`config.mk`:
```
export PLATFORM = sky130hd
export DESIGN_NAME = ascan_sequencer
export DESIGN_NICKNAME = d
export VERILOG_FILES = /design/src/shared/ascan_pkg.sv /design/src/design/ascan_dwell_timer.sv /design/src/design/ascan_sequencer.sv
export SDC_FILE = /design/constraint.sdc
export NUM_CORES = 1
export LEC_CHECK = 0
export BUFFER_PORTS_ARGS = -buffer_cell sky130_fd_sc_hd__buf_2
export CORE_MARGIN = 4
export CORE_UTILIZATION = 45
export DETAILED_ROUTE_END_ITERATION = 10
export GPL_TIMING_DRIVEN = 0
export PLACE_DENSITY = 0.64
export SLEW_MARGIN = 20
export SYNTH_ARGS = -nofsm -noshare
export SYNTH_HDL_FRONTEND = slang
export SYNTH_SLANG_ARGS = --single-unit
```
`constraint.sdc`:
```
create_clock -name clock_i -period 3.8 [get_ports clock_i]
set_input_delay 0.19 -clock clock_i [delete_from_list [all_inputs] [get_ports clock_i]]
set_output_delay 0.19 -clock clock_i [all_outputs]
set_load 0.05 [all_outputs]
```
`src/shared/ascan_pkg.sv`:
```
// constants and types of the antenna scan sequencer
//
// Contract
// - frequency priority dwells one frequency on each group antenna, then next
// - frequency priority is the default, active unless antenna priority chosen; code also runs it under antenna priority when the switch is off
// - first antenna follows the type of the first table frequency
// - frequencies follow table order, which also picks the group used
// - single master: master dwell first, then all members including master
// - after the last frequency the cycle restarts until stop or failure
// - every valid detection during a dwell is passed on for recording
// - preview works only when some group has a master designation
// - preview dwells one scan time on the group master only
// - detection in preview scans the whole group on that frequency
// - no detection in preview skips to the next frequency
// - group without master scans all antennas as frequency priority
// - whole-group master in preview selects all until a detection
// - preview is forced off while antenna priority is selected
// - preview command toggles preview enable
// - antenna priority dwells all frequencies of the antenna's group type on one antenna, then next
// - antenna priority visits frequencies in table order
// - antenna priority covers radio group first, then hydrophones master first
// - whole-group master dwell selects every port of the group together
// - priority command toggles frequency and antenna priority
// - one gain per switch port in port order plus front-panel gain
// - whole-group master gain applies to every member of the group
// - master code 0 whole group, 1 to 8 one port, 9 none
// - disabled frequencies are skipped in every mode
package ascan_pkg;
  localparam int NPORT = 8;
  localparam int NFREQ = 16;
  localparam logic [7:0] ADDR_MASK  = 8'hFC;
  localparam logic [7:0] ADDR_CTRL  = 8'h00;
  localparam logic [7:0] ADDR_STAT  = 8'h04;
  localparam logic [7:0] ADDR_CFG   = 8'h08;
  localparam logic [7:0] ADDR_MAST  = 8'h0C;
  localparam logic [7:0] ADDR_STIME = 8'h10;
  localparam logic [7:0] ADDR_GCNT  = 8'h14;
  localparam logic [7:0] ADDR_ORD_R = 8'h18;
  localparam logic [7:0] ADDR_ORD_H = 8'h1C;
  localparam logic [7:0] ADDR_GN_LO = 8'h20;
  localparam logic [7:0] ADDR_GN_HI = 8'h24;
  localparam logic [7:0] ADDR_GN_X  = 8'h28;
  localparam logic [7:0] ADDR_FTAB  = 8'h2C;
  localparam int CTRL_START = 0;
  localparam int CTRL_STOP  = 1;
  localparam int CTRL_PRIO  = 2;
  localparam int CTRL_PREV  = 3;
  localparam int CFG_SW     = 0;
  localparam int CFG_CNT_LO = 1;
  localparam int CFG_CNT_HI = 5;
  localparam int FT_EN      = 0;
  localparam int FT_AC      = 1;
  localparam logic [3:0] MASTER_ALL  = 4'h0;
  localparam logic [3:0] MASTER_NONE = 4'h9;
  localparam logic [7:0] GAIN_RST    = 8'h32;
  localparam logic [15:0] STIME_RST  = 16'h000F;
  localparam logic [1:0] RESP_OKAY   = 2'h0;
  localparam logic [1:0] RESP_SLVERR = 2'h2;
  localparam int CLK_PERIOD_NS = 5;
  localparam int SCAN_UNIT_NS  = 1000000;
  localparam int MS_CYCLES     = SCAN_UNIT_NS / CLK_PERIOD_NS;
  typedef enum logic [2:0] {
    ST_IDLE,
    ST_CHECK,
    ST_SETUP,
    ST_DWELL
  } ascan_state_type;
endpackage

```
`src/design/ascan_dwell_timer.sv`:
```
// dwell timer: millisecond prescaler and scan-time countdown
`timescale 1ns/100ps
module ascan_dwell_timer
  import ascan_pkg::*;
#(
  parameter int TICK_CYCLES = MS_CYCLES
) (
  input  wire logic        clock_i,
  input  wire logic        nrst_i,
  input  wire logic        start_i,
  input  wire logic [15:0] ms_i,
  output logic             done_o
);
  typedef struct packed {
    logic [31:0] pre;
    logic [15:0] cnt;
    logic        busy;
    logic        done;
  } ascan_tmr_type;

  ascan_tmr_type r;
  ascan_tmr_type n;

  // ==========================================================
  // countdown
  always_comb begin
    n = r;
    n.done = 1'b0;
    if (start_i) begin
      n.pre = '0;
      n.busy = 1'b1;
      n.cnt = (ms_i == '0) ? 16'h0001 : ms_i;
    end else if (r.busy) begin
      if (r.pre == 32'(TICK_CYCLES - 1)) begin
        n.pre = '0;
        n.cnt = r.cnt - 16'h0001;
        if (r.cnt == 16'h0001) begin
          n.busy = 1'b0;
          n.done = 1'b1;
        end
      end else begin
        n.pre = r.pre + 32'h1;
      end
    end
  end

  always_ff @(posedge clock_i or negedge nrst_i) begin
    if (!nrst_i) begin
      r <= '0;
    end else begin
      r <= n;
    end
  end

  assign done_o = r.done;
endmodule

```
`src/design/ascan_sequencer.sv`:
```
// antenna scan sequencer with its axi4-lite register file
`timescale 1ns/100ps
module ascan_sequencer
  import ascan_pkg::*;
#(
  parameter int TICK_CYCLES = MS_CYCLES
) (
  input  wire logic        clock_i,
  input  wire logic        nrst_i,
  input  wire logic [7:0]  awaddr_i,
  input  wire logic        awvalid_i,
  output logic             awready_o,
  input  wire logic [31:0] wdata_i,
  input  wire logic [3:0]  wstrb_i,
  input  wire logic        wvalid_i,
  output logic             wready_o,
  output logic [1:0]       bresp_o,
  output logic             bvalid_o,
  input  wire logic        bready_i,
  input  wire logic [7:0]  araddr_i,
  input  wire logic        arvalid_i,
  output logic             arready_o,
  output logic [31:0]      rdata_o,
  output logic [1:0]       rresp_o,
  output logic             rvalid_o,
  input  wire logic        rready_i,
  input  wire logic        det_valid_i,
  input  wire logic        mem_full_i,
  input  wire logic        power_fail_i,
  output logic [7:0]       switch_sel_o,
  output logic             front_panel_antenna_input_o,
  output logic [7:0]       gain_o,
  output logic [3:0]       freq_idx_o,
  output logic             dwell_o,
  output logic             record_o
);
  typedef struct packed {
    logic            aw_ok;
    logic            w_ok;
    logic [7:0]      waddr;
    logic [31:0]     wdata;
    logic [3:0]      wstrb;
    logic            bvalid;
    logic [1:0]      bresp;
    logic            rvalid;
    logic [31:0]     rdata;
    logic [1:0]      rresp;
    logic            use_sw;
    logic [4:0]      fcnt;
    logic [1:0][3:0] master;
    logic [15:0]     stime;
    logic [1:0][3:0] gcnt;
    logic [1:0][7:0][3:0] order;
    logic [7:0][7:0] pgain;
    logic [2:0][7:0] xgain;
    logic [15:0][1:0] ftab;
    logic            ant_prio;
    logic            prev_en;
    ascan_state_type st;
    logic [3:0]      fi;
    logic            g;
    logic            mstep;
    logic [2:0]      ap;
    logic            fresh;
    logic            det_seen;
    logic [7:0]      sel;
    logic            front;
    logic [7:0]      gain;
    logic [3:0]      fout;
    logic            dwell;
    logic            rec;
  } ascan_regs_type;

  ascan_regs_type r;
  ascan_regs_type n;
  logic           tmr_start;
  logic           tmr_done;

  // ==========================================================
  // helpers
  function automatic logic [31:0] wmerge(input logic [31:0] old,
                                         input logic [31:0] nw,
                                         input logic [3:0]  strb);
    logic [31:0] res;
    res = old;
    for (int b = 0; b < 4; b++) begin
      if (strb[b]) begin
        res[b*8 +: 8] = nw[b*8 +: 8];
      end
    end
    return res;
  endfunction

  function automatic logic has_master(input logic [3:0] code);
    return code != MASTER_NONE;
  endfunction

  function automatic logic [7:0] port_mask(input logic [3:0] code);
    logic [7:0] m;
    m = '0;
    for (int p = 0; p < NPORT; p++) begin
      if (code == 4'(p + 1)) begin
        m[p] = 1'b1;
      end
    end
    return m;
  endfunction

  function automatic logic [7:0] group_mask(input logic [7:0][3:0] ord,
                                            input logic [3:0] cnt);
    logic [7:0] m;
    m = '0;
    for (int k = 0; k < NPORT; k++) begin
      if (4'(k) < cnt) begin
        m = m | port_mask(ord[k]);
      end
    end
    return m;
  endfunction

  function automatic logic [7:0] port_gain(input logic [7:0][7:0] pg,
                                           input logic [3:0] code);
    logic [7:0] v;
    v = '0;
    for (int p = 0; p < NPORT; p++) begin
      if (code == 4'(p + 1)) begin
        v = pg[p];
      end
    end
    return v;
  endfunction

  // ==========================================================
  // next state
  logic        wr_go;
  logic        ctrl_hit;
  logic        cmd_start;
  logic        cmd_stop;
  logic        ant_mode;
  logic        prev_on;
  logic        tg;
  logic [31:0] mw;
  logic [31:0] rd;
  logic        rd_ok;

  assign wr_go    = r.aw_ok && r.w_ok;
  assign ctrl_hit = wr_go && (r.waddr & ADDR_MASK) == ADDR_CTRL
                    && r.wstrb[0];
  assign cmd_start = ctrl_hit && r.wdata[CTRL_START];
  assign cmd_stop  = ctrl_hit && r.wdata[CTRL_STOP];
  assign ant_mode  = r.ant_prio && r.use_sw;
  assign prev_on   = r.prev_en && !r.ant_prio
                     && (has_master(r.master[0])
                         || has_master(r.master[1]));
  assign tmr_start = (r.st == ST_SETUP);

  always_comb begin
    n = r;
    tg = r.ftab[r.fi][FT_AC];
    mw = '0;
    rd = '0;
    rd_ok = 1'b1;
    n.rec = (r.st == ST_DWELL) && det_valid_i;
    // ----- write channel
    if (awvalid_i && awready_o) begin
      n.aw_ok = 1'b1;
      n.waddr = awaddr_i;
    end
    if (wvalid_i && wready_o) begin
      n.w_ok = 1'b1;
      n.wdata = wdata_i;
      n.wstrb = wstrb_i;
    end
    if (r.bvalid && bready_i) begin
      n.bvalid = 1'b0;
    end
    if (wr_go) begin
      n.aw_ok = 1'b0;
      n.w_ok = 1'b0;
      n.bvalid = 1'b1;
      n.bresp = RESP_OKAY;
      unique case (r.waddr & ADDR_MASK)
        ADDR_CTRL: begin
          if (ctrl_hit && r.wdata[CTRL_PRIO]) begin
            n.ant_prio = !r.ant_prio;
          end
          if (ctrl_hit && r.wdata[CTRL_PREV]) begin
            n.prev_en = !r.prev_en;
          end
        end
        ADDR_STAT: begin
        end
        ADDR_CFG: begin
          mw = wmerge({26'h0, r.fcnt, r.use_sw}, r.wdata, r.wstrb);
          n.use_sw = mw[CFG_SW];
          n.fcnt = mw[CFG_CNT_HI:CFG_CNT_LO];
        end
        ADDR_MAST: begin
          mw = wmerge({24'h0, r.master}, r.wdata, r.wstrb);
          n.master = mw[7:0];
        end
        ADDR_STIME: begin
          mw = wmerge({16'h0, r.stime}, r.wdata, r.wstrb);
          n.stime = mw[15:0];
        end
        ADDR_GCNT: begin
          mw = wmerge({24'h0, r.gcnt}, r.wdata, r.wstrb);
          n.gcnt = mw[7:0];
        end
        ADDR_ORD_R: n.order[0] = wmerge(r.order[0], r.wdata, r.wstrb);
        ADDR_ORD_H: n.order[1] = wmerge(r.order[1], r.wdata, r.wstrb);
        ADDR_GN_LO: n.pgain[3:0] = wmerge(r.pgain[3:0], r.wdata,
                                          r.wstrb);
        ADDR_GN_HI: n.pgain[7:4] = wmerge(r.pgain[7:4], r.wdata,
                                          r.wstrb);
        ADDR_GN_X: begin
          mw = wmerge({8'h0, r.xgain}, r.wdata, r.wstrb);
          n.xgain = mw[23:0];
        end
        ADDR_FTAB: n.ftab = wmerge(r.ftab, r.wdata, r.wstrb);
        default: n.bresp = RESP_SLVERR;
      endcase
    end
    // ----- read channel
    unique case (araddr_i & ADDR_MASK)
      ADDR_CTRL:  rd = '0;
      ADDR_STAT:  rd = {19'h0, r.ap, r.mstep, r.g, r.fi, prev_on,
                        r.prev_en, r.ant_prio, (r.st != ST_IDLE)};
      ADDR_CFG:   rd = {26'h0, r.fcnt, r.use_sw};
      ADDR_MAST:  rd = {24'h0, r.master};
      ADDR_STIME: rd = {16'h0, r.stime};
      ADDR_GCNT:  rd = {24'h0, r.gcnt};
      ADDR_ORD_R: rd = r.order[0];
      ADDR_ORD_H: rd = r.order[1];
      ADDR_GN_LO: rd = r.pgain[3:0];
      ADDR_GN_HI: rd = r.pgain[7:4];
      ADDR_GN_X:  rd = {8'h0, r.xgain};
      ADDR_FTAB:  rd = r.ftab;
      default:    rd_ok = 1'b0;
    endcase
    if (r.rvalid && rready_i) begin
      n.rvalid = 1'b0;
    end
    if (arvalid_i && arready_o) begin
      n.rvalid = 1'b1;
      n.rdata = rd;
      n.rresp = rd_ok ? RESP_OKAY : RESP_SLVERR;
    end
    // ----- scan sequencer
    unique case (r.st)
      ST_IDLE: begin
      end
      ST_CHECK: begin
        if (!ant_mode) begin
          n.g = tg;
          if (r.fresh) begin
            n.mstep = r.use_sw && has_master(r.master[tg]);
            n.ap = '0;
            n.fresh = 1'b0;
          end
        end
        if (r.ftab[r.fi][FT_EN] && 5'(r.fi) < r.fcnt
            && (!r.use_sw || (tg == n.g && r.gcnt[n.g] != '0))) begin
          n.st = ST_SETUP;
        end else if (ant_mode) begin
          if (5'(r.fi) + 5'h01 >= r.fcnt) begin
            n.fi = '0;
            if (r.mstep) begin
              n.mstep = 1'b0;
            end else if (4'(r.ap) + 4'h1 < r.gcnt[r.g]) begin
              n.ap = r.ap + 3'h1;
            end else begin
              n.g = !r.g;
              n.ap = '0;
              n.mstep = has_master(r.master[!r.g]);
            end
          end else begin
            n.fi = r.fi + 4'h1;
          end
        end else begin
          n.fi = (5'(r.fi) + 5'h01 >= r.fcnt) ? 4'h0
                 : r.fi + 4'h1;
          n.fresh = 1'b1;
        end
      end
      ST_SETUP: begin
        n.det_seen = 1'b0;
        n.fout = r.fi;
        n.dwell = 1'b1;
        n.st = ST_DWELL;
        if (!r.use_sw) begin
          n.front = 1'b1;
          n.sel = '0;
          n.gain = r.xgain[0];
        end else if (r.mstep) begin
          n.front = 1'b0;
          n.gain = r.xgain[2'(r.g) + 2'h1];
          n.sel = (r.master[r.g] == MASTER_ALL)
                  ? group_mask(r.order[r.g], r.gcnt[r.g])
                  : port_mask(r.master[r.g]);
        end else begin
          n.front = 1'b0;
          n.sel = port_mask(r.order[r.g][r.ap]);
          n.gain = (r.master[r.g] == MASTER_ALL)
                   ? r.xgain[2'(r.g) + 2'h1]
                   : port_gain(r.pgain, r.order[r.g][r.ap]);
        end
      end
      ST_DWELL: begin
        if (det_valid_i) begin
          n.det_seen = 1'b1;
        end
        if (tmr_done) begin
          n.dwell = 1'b0;
          n.st = ST_CHECK;
          if (ant_mode) begin
            n.fi = r.fi;
            if (5'(r.fi) + 5'h01 >= r.fcnt) begin
              n.fi = '0;
              if (r.mstep) begin
                n.mstep = 1'b0;
              end else if (4'(r.ap) + 4'h1 < r.gcnt[r.g]) begin
                n.ap = r.ap + 3'h1;
              end else begin
                n.g = !r.g;
                n.ap = '0;
                n.mstep = has_master(r.master[!r.g]);
              end
            end else begin
              n.fi = r.fi + 4'h1;
            end
          end else if (r.mstep && !(prev_on && !r.det_seen)) begin
            n.mstep = 1'b0;
            n.ap = '0;
          end else if (!r.mstep && r.use_sw
                       && 4'(r.ap) + 4'h1 < r.gcnt[r.g]) begin
            n.ap = r.ap + 3'h1;
          end else begin
            n.fi = (5'(r.fi) + 5'h01 >= r.fcnt) ? 4'h0
                   : r.fi + 4'h1;
            n.fresh = 1'b1;
          end
        end
      end
    endcase
    // ----- start, mode change and stop
    if (cmd_start || ((n.ant_prio != r.ant_prio) && r.st != ST_IDLE)) begin
      n.st = ST_CHECK;
      n.fi = '0;
      n.fresh = 1'b1;
      n.g = 1'b0;
      n.ap = '0;
      n.mstep = has_master(r.master[0]);
      n.dwell = 1'b0;
    end
    if (cmd_stop || mem_full_i || power_fail_i) begin
      n.st = ST_IDLE;
      n.dwell = 1'b0;
      n.sel = '0;
      n.front = 1'b0;
    end
  end

  always_ff @(posedge clock_i or negedge nrst_i) begin
    if (!nrst_i) begin
      r <= '0;
      r.master <= {MASTER_NONE, MASTER_NONE};
      r.stime <= STIME_RST;
      r.pgain <= {NPORT{GAIN_RST}};
      r.xgain <= {3{GAIN_RST}};
      r.ftab <= '0;
      r.ant_prio <= 1'b0;
      r.st <= ST_IDLE;
    end else begin
      r <= n;
    end
  end

  ascan_dwell_timer #(
    .TICK_CYCLES (TICK_CYCLES)
  ) u_timer (
    .clock_i (clock_i),
    .nrst_i  (nrst_i),
    .start_i (tmr_start),
    .ms_i    (r.stime),
    .done_o  (tmr_done)
  );

  // ==========================================================
  // outputs
  assign awready_o = !r.aw_ok && !r.bvalid;
  assign wready_o  = !r.w_ok && !r.bvalid;
  assign bvalid_o  = r.bvalid;
  assign bresp_o   = r.bresp;
  assign arready_o = !r.rvalid;
  assign rvalid_o  = r.rvalid;
  assign rdata_o   = r.rdata;
  assign rresp_o   = r.rresp;
  assign switch_sel_o = r.sel;
  assign front_panel_antenna_input_o = r.front;
  assign gain_o     = r.gain;
  assign freq_idx_o = r.fout;
  assign dwell_o    = r.dwell;
  assign record_o   = r.rec;
endmodule

```
==> flow_summary.yaml <==
sta:
  fin_setup_tns_ns: 0
  final_max_slew_viol_count: 0
  tightest_slew_ns: 1.11
  grt_setup_unrepaired: "false"
  min_period_over_period_pct: 97.6
  fmax_ghz: 0.270
  fin_skew_ns: 0.0223
  hold_viol: 0
  post-route-min-period_ns: 3.71
  slew_headroom_pct: 25.6
  setup_viol_count_final: 0
  setup_ws_ns: 0.0930
detailed_routing:
  via_per_inst: 6.48
  m1WireLength_um: 33900
  antenna_left: 0
  route.vias.total: 19100
  first_pass_iters: 7
  drt_iter0_markers: 2563
  highest_layer: "met4"
  wl_met2_um: 36100
  wl_met3_um: 7930
  route.detailed.drc: 0
  wl_per_cell_um: 28.0
  wl_um: 82500
synthesis:
  ys_top_cells_by_count: "dfrtp_1 (349), mux2_2 (267), nand2_1 (214)"
  ys_types: 83
  synth_seq_cells: 390
  synth-edff-count: 0
  synth_cells: 2081
  ys.flop_type: "dfrtp_1"
  ys_seq_area_share_pct: 45.1
  synth-async-reset-ratio_pct: 100
  synth_top_area_cell: "dfrtp_1"
  syn_area_per_cell_um2: 10.5
  synth_top_area_share_pct: 40.2
  yosysWarnings: 0
  synth.area.top_cells: "dfrtp_1 (40%), mux2_2 (14%), dfstp_2 (5.0%)"
  synth.most_common_cell: "dfrtp_1"
  netlist_area_um2: 21700
clock_tree:
  cts.sinks: 390
  htree_levels: 2
  path_clk_slew_ns: 0.06
  clock_latency_ns: 0.59
  cts_buffers: 44
  cts_buffer_depth: 3
  cts_tree: "yes"
  root_buffer: "clkbuf_16"
layout:
  fin_util_pct: 53.0
  layout-drive-gt1-share_pct: 27.6
  num-fill-cells: 4201
  final_area_um2: 25300
  finalNetCount: 2372
  antennaDiodeCount: 0
  area_growth_pct: 16.3
grt:
  overflow: 0
  antenna_found_initial: 0
  grt_pass1_wl_um: 122000
  grt_usage_pct: 31.1
  grt_pass1_vias: 18800
  grt_max_degree: 94
placement:
  io_buffer_count: 116
  placed_area_um2: 23200
  hpwlAfterDp_um: 62400
  gp_congestion: 0.984
  place_ws_ns: -1.52
setup_path:
  worstSetupPathType: "reg2reg"
  worstSetupStartpointType: "flop"
  worstSetupEndpointType: "flop"
  r2r_end: "gain_o[2]"
  worst_path_largest_cell_delay_ns: 0.77
  critPathArrivalTime_ns: 4.18
  r2r-start: "r[29]"
  reg2regPathDepth: 11
  required_ns: 4.27
  startpoint: "r[29]"
  r2r_setup_slack_ns: 0.09
  worstPathCellList: "buf_8 -> buf_6 -> buf_6 -> inv_1 -> clkbuf_1 -> o31ai_1 -> nand2_1 -> inv_1 -> o21ai_1 -> o221ai_1 -> a22oi_1"
  slowest_stage: "o21ai_1"
  cp_max_fo: 10
pwr:
  p_per_area_nw_per_um2: 608
  leakage_nw: 11.2
  ir_worst_vdd_uv: 496
  power_w: 0.0154
floorplanning:
  die_area_um2: 51900
  core_area_um2: 47700
  initial_core_util_pct: 45.5
  dieWidth_um: 228
  num_io_pins: 126
  die_y_um: 228
  rows: 80
run_status:
  status: "complete, no violations"
min_path:
  hold_path_end: "dwell_o"
  min_path_cells: 4
  min_from: "power_fail_i"
  hold_class: "in2reg"
run:
  maxCapViolCount: 0
==> flip-flops by register name, indices dropped and copies added, names as in the netlist, 4 cells and up <==
signal and cells:
freq_idx_o 4, u_timer.r 49, r 281, switch_sel_o 8, rdata_o 32, gain_o 8
==> worst max path at each step <==
stage	slack [ns]	cells past startpoint	end
after detailed placement	-1.52	17	r[27]
after floorplan	0.06	17	r[30]
after global placement	-5.13	1	r[319]
after CTS	0.05	16	r[32]
after global routing	0.002	10	r[30]
final	0.09	11	gain_o[2]
==> layer usage <==
metal | GRT usage (%) | up-vias
li1 | - | 8171
met1 | 42.9 | 9565
met2 | 46.8 | 1129
met3 | 6.42 | 217
met4 | 15.4 | 0
met5 | 0 | -
==> where the power goes <==
part	internal, W	switching (W)	leakage [nW]
Sequential	0.00511	0.00152	5.17
Combinational	0.00176	0.00250	5.23
Clock	0.00273	0.00178	0.750
==> critical path, delay by kind of cell, from the launching register on <==
family,cells,cell delay (ns)
AO/OA/AOI/OAI,4,1.47
buffers and inverters,6,1.38
flip-flops,1,0.40
AND/OR/NAND/NOR,1,0.33
==> per-stage QoR <==
step	hold slack (ns)	cells
after floorplan	-0.106	2082
after global placement	0.372	2813
after detailed placement	0.127	2817
after CTS	0.00651	2944
after global routing	0.0361	2943
final	0.0106	2943
==> timing repair <==
| item | in CTS | in global routing |
|---|---|---|
| buffers inserted | 1 | 0 |
| pin swaps | 1 | 2 |
| gates cloned | 0 | 0 |
| hold buffers | 46 | 0 |
| endpoints found under the setup margin | 18 | 12 |
| endpoints found under the hold margin | 195 | 0 |
| gates resized for setup | 14 | 8 |
==> kinds of logic (layout without fill, tap and decap cells) <==
group                      Yosys count  count (layout)  synth area share, %
adders and majority gates           17              17                0.978
other                                1               2               0.0172
buffers and inverters              227             473                 5.23
and+or+nand+nor                    588             588                 13.2
DFF                                390             390                 45.1
xor gates and xnor gates            28              28                 1.13
AOI/OAI and AO/OA                  515             515                 16.9
muxes                              315             315                 17.4
==> cells in the final DEF (no fill, tap or decap), drive strengths merged, types with 20 or more instances in the layout <==
cell type      n
nand2        215
mux4          23
and2          22
o221ai        23
a22o          47
dlygate4sd3   46
o21ai        154
clkbuf       157
and3          29
a22oi         67
nor4          29
inv           54
a221oi        39
dfrtp        349
nor3          36
mux2i         25
nand3b        20
nand3         44
mux2         267
dfstp         41
buf          205
a21oi         43
nor2         106
xnor2         22
==> layout make-up <==
| class | count | area (um^2) | area share [%] |
|---|---|---|---|
| Timing Repair Buffer | 167 | 1170 | 4.62 |
| Sequential cell | 390 | 9810 | 38.8 |
| Multi-Input combinational cell | 1465 | 10900 | 42.9 |
| Clock inverter | 12 | 180 | 0.712 |
| Inverter | 53 | 199 | 0.786 |
| Clock buffer | 69 | 1360 | 5.37 |
| Tap cell | 615 | 769 | 3.04 |
| Buffer | 172 | 956 | 3.78 |
(Power assumes the default switching activity.)
